`src/rtl/req_decode_pkg.sv`:
```
// Shared constants and types for the pipelined request decoder
package req_decode_pkg;

    // ****************************************
    // Command codes (four-bit command field)
    // ****************************************
    localparam logic [3:0] CMD_READ       = 4'h0;
    localparam logic [3:0] CMD_READ_HP    = 4'h1;
    localparam logic [3:0] CMD_WRITE      = 4'h4;
    localparam logic [3:0] CMD_WRITE_HP   = 4'h5;
    localparam logic [3:0] CMD_LREAD      = 4'h8;
    localparam logic [3:0] CMD_LREAD_HP   = 4'h9;
    localparam logic [3:0] CMD_FLUSH      = 4'hA;
    localparam logic [3:0] CMD_FENCE      = 4'hC;
    localparam logic [3:0] CMD_DUAL_ADDR  = 4'hD;

    // ****************************************
    // Request field layout and sizes
    // ****************************************
    localparam int         LEN_W          = 3;
    localparam int         UNITS_W        = 6;
    localparam int         UNIT_BYTES     = 8;
    localparam logic [5:0] LONG_MULT      = 6'h04;
    localparam logic [5:0] FLUSH_UNITS    = 6'h01;
    localparam int         FIFO_DEPTH     = 4;
    localparam int         ADDR_HI_W      = 61;

    // Command class handed to the read and write queues
    typedef enum logic [1:0] {
        CLS_READ  = 2'h0,
        CLS_WRITE = 2'h1,
        CLS_FLUSH = 2'h2,
        CLS_FENCE = 2'h3
    } cmd_class_t;

    // Request phase tracker, one-hot
    typedef enum logic [1:0] {
        ST_FIRST   = 2'b01,
        ST_UPPER   = 2'b10
    } phase_t;

    // Entry width: class, hp, push, slot, units, address, length
    localparam int ENTRY_W = 2 + 1 + 1 + 1 + UNITS_W + ADDR_HI_W + LEN_W;

endpackage : req_decode_pkg

```
`src/rtl/req_decoder.sv`:
```
// Pipelined request decoder with its output FIFO
// Overview of operation
// - Three low request bits give length in 8-byte units, 000 one, 111 eight.
// - Command comes on the command lines, or inside a sideband type 2 command.
// - Command 0000 reads length plus one consecutive 8-byte units.
// - Command 0001 is a read in the high-priority stream, ordered among its own.
// - Command 0100 writes length plus one units under byte enables; may pass reads.
// - Command 0101 is a high-priority write ordered only against its own kind.
// - Commands 1000 and 1001 move four times length plus one units.
// - Command 1010 drains earlier low-priority writes, returns one unit, ignores address.
// - Command 1100 is a fence in the low-priority stream using no slot.
// - 64-bit address takes two clocks: low address with 1101, then high and command.
// - Over the sideband port the two-clock address command is treated as reserved.
// - No ordering against processor or other-bus traffic; locks are not honoured.
// - Reads and writes go to main memory without cache snooping.
// - A flush forces all earlier low-priority writes into memory.
// - Conventional and pipelined streams need no mutual order, each keeps its own.
// - Conventional transactions, fast writes included, follow conventional ordering.
// - High and low priority streams carry no mutual order.
// - Addresses align to 8 bytes and lengths are whole 8-byte multiples.
// - Read data returns in request order within a stream.
// - A low-priority read pushes earlier low-priority writes ahead of it.
`timescale 1ns/10ps

// ****************************************
// Small FIFO between decoder and queues
// ****************************************
module req_fifo #(
    parameter int WIDTH = 8,
    parameter int DEPTH = 4
) (
    input  wire logic             clk_sys_i,
    input  wire logic             reset_i,
    input  wire logic             in_valid_i,
    output logic                  in_ready_o,
    input  wire logic [WIDTH-1:0] in_data_i,
    output logic                  out_valid_o,
    input  wire logic             out_ready_i,
    output logic [WIDTH-1:0]      out_data_o
);
    localparam int PTR_W = (DEPTH > 1) ? $clog2(DEPTH) : 1;
    localparam int CNT_W = $clog2(DEPTH + 1);

    logic [WIDTH-1:0] mem_reg [DEPTH];
    logic [PTR_W-1:0] wr_ptr_reg;
    logic [PTR_W-1:0] rd_ptr_reg;
    logic [CNT_W-1:0] count_reg;
    wire              do_push;
    wire              do_pop;

    // Honest full and empty from the occupancy count
    assign in_ready_o  = (count_reg != CNT_W'(DEPTH));
    assign out_valid_o = (count_reg != '0);
    assign out_data_o  = mem_reg[rd_ptr_reg];
    assign do_push     = in_valid_i && in_ready_o;
    assign do_pop      = out_valid_o && out_ready_i;

    // Pointer wrap, depth need not be a power of two
    function automatic logic [PTR_W-1:0] bump(input logic [PTR_W-1:0] p);
        bump = (p == PTR_W'(DEPTH - 1)) ? '0 : p + PTR_W'(1);
    endfunction : bump

    // Storage write
    always_ff @(posedge clk_sys_i) begin
        if (do_push) begin
            mem_reg[wr_ptr_reg] <= in_data_i;
        end
    end

    // Pointers and count
    always_ff @(posedge clk_sys_i) begin
        if (reset_i) begin
            wr_ptr_reg <= '0;
            rd_ptr_reg <= '0;
            count_reg  <= '0;
        end else begin
            if (do_push) wr_ptr_reg <= bump(wr_ptr_reg);
            if (do_pop) rd_ptr_reg <= bump(rd_ptr_reg);
            count_reg <= count_reg + CNT_W'(do_push) - CNT_W'(do_pop);
        end
    end
endmodule : req_fifo

// ****************************************
// Request decoder top
// ****************************************
module req_decoder #(
    parameter int DEPTH = req_decode_pkg::FIFO_DEPTH
) (
    input  wire logic        clk_sys_i,
    input  wire logic        reset_i,
    input  wire logic        req_valid_i,
    output logic             req_ready_o,
    input  wire logic [31:0] req_addr_i,
    input  wire logic [3:0]  req_cmd_i,
    input  wire logic        sideband_mode_i,
    output logic             out_valid_o,
    input  wire logic        out_ready_i,
    output logic [1:0]       out_class_o,
    output logic             out_high_prio_o,
    output logic             out_push_lp_writes_o,
    output logic             out_slot_used_o,
    output logic [5:0]       out_units_o,
    output logic [63:0]      out_addr_o,
    output logic [2:0]       out_length_field_o,
    output logic             protocol_error_o
);
    // ****************************************
    // Local state and decode nets
    // ****************************************
    req_decode_pkg::phase_t               phase_reg;
    req_decode_pkg::phase_t               phase_next;
    logic [31:0]                          low_addr_reg;    // First clock of a wide request
    logic [31:0]                          low_addr_next;
    logic                                 error_reg;
    req_decode_pkg::cmd_class_t           cls_in;
    logic                                 hp_in;
    logic                                 push_in;
    logic                                 slot_in;
    logic [req_decode_pkg::UNITS_W-1:0]   units_in;
    logic [req_decode_pkg::LEN_W-1:0]     req_len;
    logic [req_decode_pkg::LEN_W-1:0]     len_in;
    logic [req_decode_pkg::ADDR_HI_W-1:0] addr_base;
    logic [req_decode_pkg::ADDR_HI_W-1:0] addr_hi_in;
    logic [req_decode_pkg::ADDR_HI_W-1:0] addr_hi_out;
    logic [req_decode_pkg::ENTRY_W-1:0]   entry_in;
    logic [req_decode_pkg::ENTRY_W-1:0]   entry_out;
    wire                                  take;
    wire                                  in_upper;
    wire                                  is_dual;
    wire                                  dual_start;
    wire                                  cmd_ok;
    wire                                  bad_cmd;
    wire                                  no_addr;
    wire                                  fifo_push;
    wire                                  fifo_in_ready;

    // ****************************************
    // Command decode functions
    // ****************************************

    function automatic logic cmd_known(input logic [3:0] cmd);
        cmd_known = (cmd == req_decode_pkg::CMD_READ)     ||
                    (cmd == req_decode_pkg::CMD_READ_HP)  ||
                    (cmd == req_decode_pkg::CMD_WRITE)    ||
                    (cmd == req_decode_pkg::CMD_WRITE_HP) ||
                    (cmd == req_decode_pkg::CMD_LREAD)    ||
                    (cmd == req_decode_pkg::CMD_LREAD_HP) ||
                    (cmd == req_decode_pkg::CMD_FLUSH)    ||
                    (cmd == req_decode_pkg::CMD_FENCE);
    endfunction : cmd_known

    // writes own class
    // Flush and fence get classes of their own so queues can order around them
    function automatic req_decode_pkg::cmd_class_t class_of(input logic [3:0] cmd);
        if (cmd == req_decode_pkg::CMD_FLUSH) begin
            class_of = req_decode_pkg::CLS_FLUSH;
        end else if (cmd == req_decode_pkg::CMD_FENCE) begin
            class_of = req_decode_pkg::CLS_FENCE;
        end else if ((cmd == req_decode_pkg::CMD_WRITE) ||
                     (cmd == req_decode_pkg::CMD_WRITE_HP)) begin
            class_of = req_decode_pkg::CLS_WRITE;
        end else begin
            class_of = req_decode_pkg::CLS_READ;
        end
    endfunction : class_of

    // separate stream flag
    // The flag splits the streams; downstream queues may interleave them freely
    function automatic logic is_high(input logic [3:0] cmd);
        is_high = (cmd == req_decode_pkg::CMD_READ_HP)  ||
                  (cmd == req_decode_pkg::CMD_WRITE_HP) ||
                  (cmd == req_decode_pkg::CMD_LREAD_HP);
    endfunction : is_high

    function automatic logic pushes_writes(input logic [3:0] cmd);
        pushes_writes = (cmd == req_decode_pkg::CMD_READ)  ||
                        (cmd == req_decode_pkg::CMD_LREAD) ||
                        (cmd == req_decode_pkg::CMD_FLUSH);
    endfunction : pushes_writes

    function automatic logic [req_decode_pkg::UNITS_W-1:0] unit_count(
        input logic [3:0]                       cmd,
        input logic [req_decode_pkg::LEN_W-1:0] len
    );
        logic [req_decode_pkg::UNITS_W-1:0] base;
        base = {3'b000, len} + 6'h01;
        if (cmd == req_decode_pkg::CMD_FLUSH) begin
            unit_count = req_decode_pkg::FLUSH_UNITS;
        end else if (cmd == req_decode_pkg::CMD_FENCE) begin
            unit_count = '0;                             // Fence moves no data
        end else if ((cmd == req_decode_pkg::CMD_LREAD) ||
                     (cmd == req_decode_pkg::CMD_LREAD_HP)) begin
            unit_count = base * req_decode_pkg::LONG_MULT;
        end else begin
            unit_count = base;
        end
    endfunction : unit_count

    // ****************************************
    // Request acceptance and phase decode
    // ****************************************

    // conventional traffic bypasses
    // Only pipelined requests arrive here, so conventional cycles never wait on us
    assign req_ready_o = fifo_in_ready;
    assign take        = req_valid_i && req_ready_o;
    assign in_upper    = (phase_reg == req_decode_pkg::ST_UPPER);
    assign is_dual     = (req_cmd_i == req_decode_pkg::CMD_DUAL_ADDR);

    assign dual_start  = take && !in_upper && is_dual && !sideband_mode_i;

    // reserved code refused
    // A second wide-address code in the upper clock is refused as well
    assign cmd_ok      = cmd_known(req_cmd_i);
    assign bad_cmd     = take && !cmd_ok && !dual_start;
    assign fifo_push   = take && cmd_ok;

    // address aligned to units
    // Low three address bits carry length, so the address is rebuilt from bit 3 up
    assign req_len     = in_upper ? low_addr_reg[2:0] : req_addr_i[2:0];
    assign addr_base   = in_upper ? {req_addr_i, low_addr_reg[31:3]}
                                  : {32'h0000_0000, req_addr_i[31:3]};

    // flush ignores address
    // Zeroing keeps stale bits of meaningless fields out of the queues
    assign no_addr     = (req_cmd_i == req_decode_pkg::CMD_FLUSH) ||
                         (req_cmd_i == req_decode_pkg::CMD_FENCE);
    assign addr_hi_in  = no_addr ? '0 : addr_base;
    assign len_in      = no_addr ? '0 : req_len;

    assign slot_in     = (req_cmd_i != req_decode_pkg::CMD_FENCE);
    assign cls_in      = class_of(req_cmd_i);
    assign hp_in       = is_high(req_cmd_i);
    assign push_in     = pushes_writes(req_cmd_i);
    assign units_in    = unit_count(req_cmd_i, req_len);

    // no snoop request
    // Entries carry no coherency or lock field; memory is reached directly
    assign entry_in    = {cls_in, hp_in, push_in, slot_in, units_in, addr_hi_in, len_in};

    // ****************************************
    // Phase tracker and error flag
    // ****************************************

    // second clock completes request
    // Any accepted request in the upper clock ends the pair, good or refused
    always_comb begin
        phase_next    = phase_reg;
        low_addr_next = low_addr_reg;
        case (phase_reg)
            req_decode_pkg::ST_FIRST: begin
                if (dual_start) begin
                    phase_next    = req_decode_pkg::ST_UPPER;
                    low_addr_next = req_addr_i;
                end
            end
            req_decode_pkg::ST_UPPER: begin
                if (take) begin
                    phase_next = req_decode_pkg::ST_FIRST;
                end
            end
            default: begin
                phase_next = req_decode_pkg::ST_FIRST;
            end
        endcase
    end

    // State registers, synchronous reset
    always_ff @(posedge clk_sys_i) begin
        if (reset_i) begin
            phase_reg    <= req_decode_pkg::ST_FIRST;
            low_addr_reg <= '0;
            error_reg    <= 1'b0;
        end else begin
            phase_reg    <= phase_next;
            low_addr_reg <= low_addr_next;
            error_reg    <= bad_cmd;
        end
    end

    assign protocol_error_o = error_reg;   // One-cycle pulse per refused request

    // ****************************************
    // Entry FIFO and output unpacking
    // ****************************************

    // in-order hand-over
    // Queue order is arrival order, which keeps each stream's replies in order
    req_fifo #(
        .WIDTH (req_decode_pkg::ENTRY_W),
        .DEPTH (DEPTH)
    ) entry_fifo (
        .clk_sys_i   (clk_sys_i),
        .reset_i     (reset_i),
        .in_valid_i  (fifo_push),
        .in_ready_o  (fifo_in_ready),
        .in_data_i   (entry_in),
        .out_valid_o (out_valid_o),
        .out_ready_i (out_ready_i),
        .out_data_o  (entry_out)
    );

    assign {out_class_o, out_high_prio_o, out_push_lp_writes_o, out_slot_used_o,
            out_units_o, addr_hi_out, out_length_field_o} = entry_out;
    assign out_addr_o = {addr_hi_out, 3'b000};
endmodule : req_decoder

```
`config.mk`:
```
export PLATFORM = sky130hd
export DESIGN_NAME = req_decoder
export DESIGN_NICKNAME = d
export VERILOG_FILES = /design/src/rtl/req_decode_pkg.sv /design/src/rtl/req_decoder.sv
export SDC_FILE = /design/constraint.sdc
export NUM_CORES = 1
export LEC_CHECK = 0
export ABC_CLOCK_PERIOD_IN_PS = 3390
export BUFFER_PORTS_ARGS = -buffer_cell sky130_fd_sc_hd__buf_2
export CAP_MARGIN = 20
export CELL_PAD_IN_SITES_DETAIL_PLACEMENT = 0
export CELL_PAD_IN_SITES_GLOBAL_PLACEMENT = 1
export CORE_ASPECT_RATIO = 1.25
export CORE_MARGIN = 1.5
export CORE_UTILIZATION = 51
export CTS_CLUSTER_SIZE = 10
export DETAILED_ROUTE_END_ITERATION = 8
export PLACE_DENSITY_LB_ADDON = 0.1
export SYNTH_ARGS = -nofsm -noshare
export SYNTH_HDL_FRONTEND = slang
export SYNTH_SLANG_ARGS = --single-unit
```
`constraint.sdc`:
```
create_clock -name clk_sys_i -period 3.39 [get_ports clk_sys_i]
set_clock_uncertainty 0.1 [all_clocks]
set_input_delay 0.1695 -clock clk_sys_i [delete_from_list [all_inputs] [get_ports clk_sys_i]]
set_output_delay 0.1695 -clock clk_sys_i [all_outputs]
set_load 0.05 [all_outputs]
```
==> results of run 1 <==
[Yosys cell counts (all sizes together)]
cell type,count,area share
edfxtp,300,0.65
mux4,75,0.12
nand2,70,0.019
dfxtp,44,0.064
or2b,40,0.023
a21oi,36,0.013
mux2i,34,0.025
and2,33,0.015
clkbuf,28,0.0076
nand2b,28,0.013
buf,19,0.012
inv,12,0.0033
nor2,10,0.0027
ha,8,0.0072
and3,5,0.0026
nand3,4,0.0014
nor2b,3,0.0015
xnor2,3,0.0019
a21o,2,0.0011
nor3,2,0.0011
nor4,2,0.0014
o21ai,2,0.00072
or3,2,0.0010
a211oi,1,0.00054
a22o,1,0.00063
a22oi,1,0.00054
and4b,1,0.00072
conb,1,0.00027
fa,1,0.0014
mux2,1,0.00081
nand4,1,0.00045
o21ba,1,0.00072
o21bai,1,0.00054
o22ai,1,0.00045
o31ai,1,0.00054
or2,1,0.00045
or3b,1,0.00081
xor2,1,0.00063
[per-stage QoR]
step,setup WS (ns),std cells,utilization,area (sq um),hold WS [ns]
floorplan,0.914,779,-,13800,0.224
global placement,0.996,1218,0.557,14900,0.361
detailed placement,0.931,1218,0.557,14900,0.365
CTS,0.671,1326,0.613,16400,0.0247
global route,0.615,1326,0.613,16400,0.0601
finish,0.748,1326,0.613,16400,0.0373
[power by group through the flow]
stage                     logic (mW)  registers [mW]  clock network, mW
after floorplan                 2.00            4.89                  0
after global placement          2.54            4.99                  0
after detailed placement        2.55            5.00                  0
after CTS                       2.59            4.91               3.84
after global routing            2.69            4.92               4.03
final                           2.55            4.90               3.79
[worst max-delay path, stage by stage (launching register included)]
cell and delay, ns:
dfxtp_4 0.68, buf_4 0.35, mux4_2 0.57, buf_2 0.24
[worst max-delay path by stage]
stage | from | end | slack (ns) | cells after the start
after floorplan | entry_fifo.count_reg[1] | entry_fifo.count_reg[2] | 0.91 | 9
after global placement | req_cmd_i[3] | entry_fifo.mem_reg[3][29] | 1.0 | 5
after detailed placement | req_cmd_i[3] | entry_fifo.mem_reg[3][16] | 0.93 | 5
after CTS | register | out_addr_o[33] | 0.67 | 3
after global routing | register | out_addr_o[45] | 0.62 | 3
final | register | out_addr_o[45] | 0.75 | 3
[cells by family after synthesis]
family / Yosys count / share of synthesized area
flip-flops: 344 / 0.716
AND/OR/NAND/NOR: 203 / 0.0837
multiplexers: 110 / 0.148
buffers and inverters: 59 / 0.0227
AO/OA/AOI/OAI: 47 / 0.0188
adder cells (fa/ha/maj): 9 / 0.00869
XOR/XNOR: 4 / 0.00254
other: 1 / 0.000271
[layer usage]
layer	up-vias	track usage	part of all wire
met5	-	0	0
met4	0	0.0603	0.020
met3	42	0.0368	0.038
met2	186	0.378	0.52
met1	3803	0.282	0.42
li1	3304	-	-
[layout make-up]
| class | count | area (sq um) | area share |
|---|---|---|---|
| Inverter | 12 | 45.0 | 0.00275 |
| Multi-Input combinational cell | 376 | 3660 | 0.223 |
| Clock buffer | 70 | 1130 | 0.0692 |
| Tap cell | 345 | 432 | 0.0263 |
| Sequential cell | 344 | 9900 | 0.604 |
| Clock inverter | 1 | 7.51 | 0.000458 |
| Timing Repair Buffer | 178 | 1220 | 0.0745 |
[what timing repair did]
item,4_1_cts,5_1_grt
setup buffers,0,0
gates resized for setup,0,0
hold endpoints to repair,146,0
hold buffers,37,0
==> impl_metrics.toml, run 1 <==
[status]
outcome = "finished clean"

[route]
vias_per_cell = 5.53
drc = 0
vias = 7335
wl_mm = 29.3
drt_iter0_markers = 419
dr.pass1.iters = 6
ant_nets = 0
post_drt_wl_per_cell_microns = 22.1

[timing]
worstMarginPinSlew_ns = 0.854
timing.slew.headroom = 0.429
finalHoldViolCount = 0
rsz0062_at_grt = "no"
setup_viol = 0
max_freq_mhz = 379
min_period_over_period = 0.779
timing.final.crit_period_ns = 2.64
setup-tns-final_ns = 0
drv_slew = 0

[logic_synthesis]
netlist_area_sq_um = 13800
synth_cell_types = 49
syn_area_per_cell_sq_um = 17.8
ys_seq_area_frac = 0.716
syn_inst = 777
synth_warnings = 0
ys_ff_latch = 344

[placed_design]
place.gp.congestion = 0.734
numPortBuffers = 118
dp_hpwl_mm = 18.2

[power_and_ir_drop]
cellPowerDensity_nw_per_um2 = 685
p_int_mw = 7.85
total_power_mw = 11.2
pwr-share-comb = 0.227
p_sw_mw = 3.39
power_frac_seq = 0.436
pwr-share-clk = 0.337
leakagePower_nw = 5.64
ir_drop_mv = 0.444
swShare = 0.301

[grt]
grt_pass1_wl_mm = 45.7
antenna_found_initial = 0
globalRouteTotalUtil = 0.218
gr-total-overflow = 0
grt_max_degree = 48
grt_pass1_vias = 7875

[die]
io_pins = 122
rows = 67
initial_utilization = 0.517
fp.dieW_microns = 150
core_area_sq_um = 26700
die_area_sq_um = 28100
die_h_microns = 187

[cells_and_area]
insertedDiodeCount = 0
largest_register_ffs = 300
most-common-layout-cells = "300 x edfxtp_1, 118 x buf_2, 75 x mux4_2"
syn_to_final_growth_pct = 18.7
nFillCells = 1992
fin_nets = 1002
drive_gt1_frac = 0.291
layout_commonest_cell = "edfxtp_1"

[worst_hold_path]
min_to = "entry_fifo.mem_reg[3][71]"
holdCritPathClass = "in2reg"
worstHoldPathCells = 2
hp-start = "req_cmd_i[0]"

[critical_path]
r2r_setup_slack_ns = 1.00
worst_setup_path_start_kind = "register"
worstPathArrival_ns = 2.37
crit_fanout = 23
r2r_start = "entry_fifo.count_reg[1]"
crit_type = "reg2out"
reg2reg_to = "entry_fifo.count_reg[2]"
ff2ff_path_depth = 9
cp-end-kind = "output pin"
cp.required_ns = 3.12

[clocking]
h-tree-depth = 2
clock_sinks = 344
tritoncts = "yes"
clk_latency_ns = 0.51
clockRootBuffer = "clkbuf_16"
path_clk_slew_ns = 0.06
cts_buffer_depth = 3
cts_made_buffers = 40

[job]
maxCapViolations = 0
Note: power is estimated with default switching activity, not from simulation.
==> inputs of run 2 (changes only) <==
--- a/config.mk
+++ b/config.mk
@@ -5,14 +5,14 @@
 export SDC_FILE = /design/constraint.sdc
 export NUM_CORES = 1
 export LEC_CHECK = 0
-export ABC_CLOCK_PERIOD_IN_PS = 3390
+export ABC_CLOCK_PERIOD_IN_PS = 2400
 export BUFFER_PORTS_ARGS = -buffer_cell sky130_fd_sc_hd__buf_2
 export CAP_MARGIN = 20
 export CELL_PAD_IN_SITES_DETAIL_PLACEMENT = 0
 export CELL_PAD_IN_SITES_GLOBAL_PLACEMENT = 1
 export CORE_ASPECT_RATIO = 1.25
 export CORE_MARGIN = 1.5
-export CORE_UTILIZATION = 51
+export CORE_UTILIZATION = 46
 export CTS_CLUSTER_SIZE = 10
 export DETAILED_ROUTE_END_ITERATION = 8
 export PLACE_DENSITY_LB_ADDON = 0.1
==> constraint.sdc (replaced) <==
create_clock -name clk_sys_i -period 2.4 [get_ports clk_sys_i]
set_clock_uncertainty 0.1 [all_clocks]
set_input_delay 0.12 -clock clk_sys_i [delete_from_list [all_inputs] [get_ports clk_sys_i]]
set_output_delay 0.12 -clock clk_sys_i [all_outputs]
set_load 0.05 [all_outputs]
==> run 2 against run 1 <==
- sequential power up 39%
- critical path depth up 6
- cell area up 1.9%
- non-clock buffer count up 6
==> impl_metrics.toml, run 2 (same netlist as run 1, synthesis figures left out) <==
[status]
outcome = "finished clean"

[route]
vias = 7345
ant_nets = 0
wl_mm = 30.0
drc = 0
dr.pass1.iters = 4
vias_per_cell = 5.30
post_drt_wl_per_cell_microns = 21.7
drt_iter0_markers = 410

[critical_path]
worst_setup_path_start_kind = "register"
cp.required_ns = 2.68
cp-end-kind = "register"
r2r_start = "entry_fifo.count_reg[1]"
ff2ff_path_depth = 9
slowest_delay_ns = 0.41
worstPathArrival_ns = 2.56
crit_type = "reg2reg"
cp_slowest_cell = "or3_4"
critPathTopFamily = "adder cells"
critPathBufInv = 2
crit_fanout = 4
path_cells = "or3_4 > nand2_2 > inv_1 > ha_1 > inv_1 > ha_1 > fa_1 > xnor2_1 > nor2_1"
r2r_setup_slack_ns = 0.12
reg2reg_to = "entry_fifo.count_reg[2]"

[cells_and_area]
fin_nets = 1008
multiInputGateArea_sq_um = 3670
ff_latch_area_sq_um = 9900
nFillCells = 2345
most-common-layout-cells = "300 x edfxtp_1, 118 x buf_2, 75 x mux4_2"
layout_commonest_cell = "edfxtp_1"
insertedDiodeCount = 0
largest_register_ffs = 300
drive_gt1_frac = 0.294
final_util = 0.568
stdcell_count = 1385
syn_to_final_growth_pct = 20.9

[timing]
setup_viol = 0
min_period_over_period = 0.950
max_freq_mhz = 438
drv_slew = 0
timing.slew.headroom = 0.387
worstMarginPinSlew_ns = 0.918
whs_ns = 0.0480
finalHoldViolCount = 0
setup-tns-final_ns = 0
timing.final.crit_period_ns = 2.28

[power_and_ir_drop]
ir_drop_mv = 0.658
cellPowerDensity_nw_per_um2 = 964
leakagePower_nw = 5.72

[die]
die_h_microns = 197
die_area_sq_um = 31100
initial_utilization = 0.470
io_pins = 122
fp.dieW_microns = 158
core_area_sq_um = 29400
rows = 70

[placed_design]
dp_hpwl_mm = 18.5
numPortBuffers = 118
place.gp.congestion = 0.724
dp_cells = 1271

[clocking]
tritoncts = "yes"
cts_buffer_depth = 3
clock_sinks = 344
cts_made_buffers = 40
h-tree-depth = 2
path_clk_slew_ns = 0.05
clockRootBuffer = "clkbuf_16"
clk_latency_ns = 0.52

[grt]
globalRouteTotalUtil = 0.202
antenna_found_initial = 0
gr-total-overflow = 0
grt_pass1_vias = 8026
grt_max_degree = 51
grt_pass1_wl_mm = 46.4

[worst_hold_path]
min_to = "entry_fifo.count_reg[2]"
worstHoldPathCells = 2
hp-start = "reset_i"
holdCritPathClass = "in2reg"

[job]
maxCapViolations = 0
## run 2: cell types whose count changed in the layout (fill, tap and decap cells not counted), sizes merged
cell         change
buf              +3
dlygate4sd3      +3
clkbuf           +2
clkinv           +1
clkinvlp         -1
## run 2: how the worst max path moves through the flow
stage,end,startpoint,slack (ns),cells past startpoint
after CTS,entry_fifo.count_reg[2],entry_fifo.count_reg[1],0.04,9
after detailed placement,entry_fifo.count_reg[2],entry_fifo.count_reg[1],0.05,9
after global placement,entry_fifo.count_reg[2],entry_fifo.count_reg[1],0.15,9
after floorplan,entry_fifo.mem_reg[0][0],entry_fifo.count_reg[2],-0.03,4
after global routing,entry_fifo.count_reg[2],entry_fifo.count_reg[1],-0.002,9
final,entry_fifo.count_reg[2],entry_fifo.count_reg[1],0.12,9
## run 2: power breakdown
part / internal (mW) / total [mW] / switching (mW)
Combinational: 1.25 / 3.78 / 2.52
Sequential: 6.74 / 6.83 / 0.0982
Clock: 3.29 / 5.50 / 2.21
Total: 11.3 / 16.1 / 4.83
## run 2: routing by layer
metal,up-vias,routed length (microns),track usage
met3,47,1110,0.0325
met5,-,0,0
met2,168,16100,0.370
met1,3792,12300,0.247
met4,0,556,0.0550
li1,3338,-,-
## run 2: stage by stage
stage          worst slack (ns)  instance area, sq um  total power, mW
6_report                  0.119                 16700             16.1
5_1_grt                -0.00233                 16700             16.7
4_1_cts                  0.0387                 16700             16.3
3_5_place_dp             0.0514                 15100             10.7
3_3_place_gp              0.150                 15100             10.7
2_1_floorplan           -0.0342                 13800             9.75
## run 2: timing repair
action	4_1_cts	5_1_grt
endpoints found under the setup margin	61	1
resized for setup	0	1
setup buffers	1	0
hold endpoints to repair	304	0
pin swaps	0	1
hold buffers	40	0
## run 2: final cells by class
cell class / count / share of cell area
repair buffers: 184 / 0.0845
flip-flops and latches: 344 / 0.592
inverters: 12 / 0.00270
clock buffers: 72 / 0.0703
well taps: 396 / 0.0297
clock inverters: 1 / 0.000974
multi-input cells: 376 / 0.220
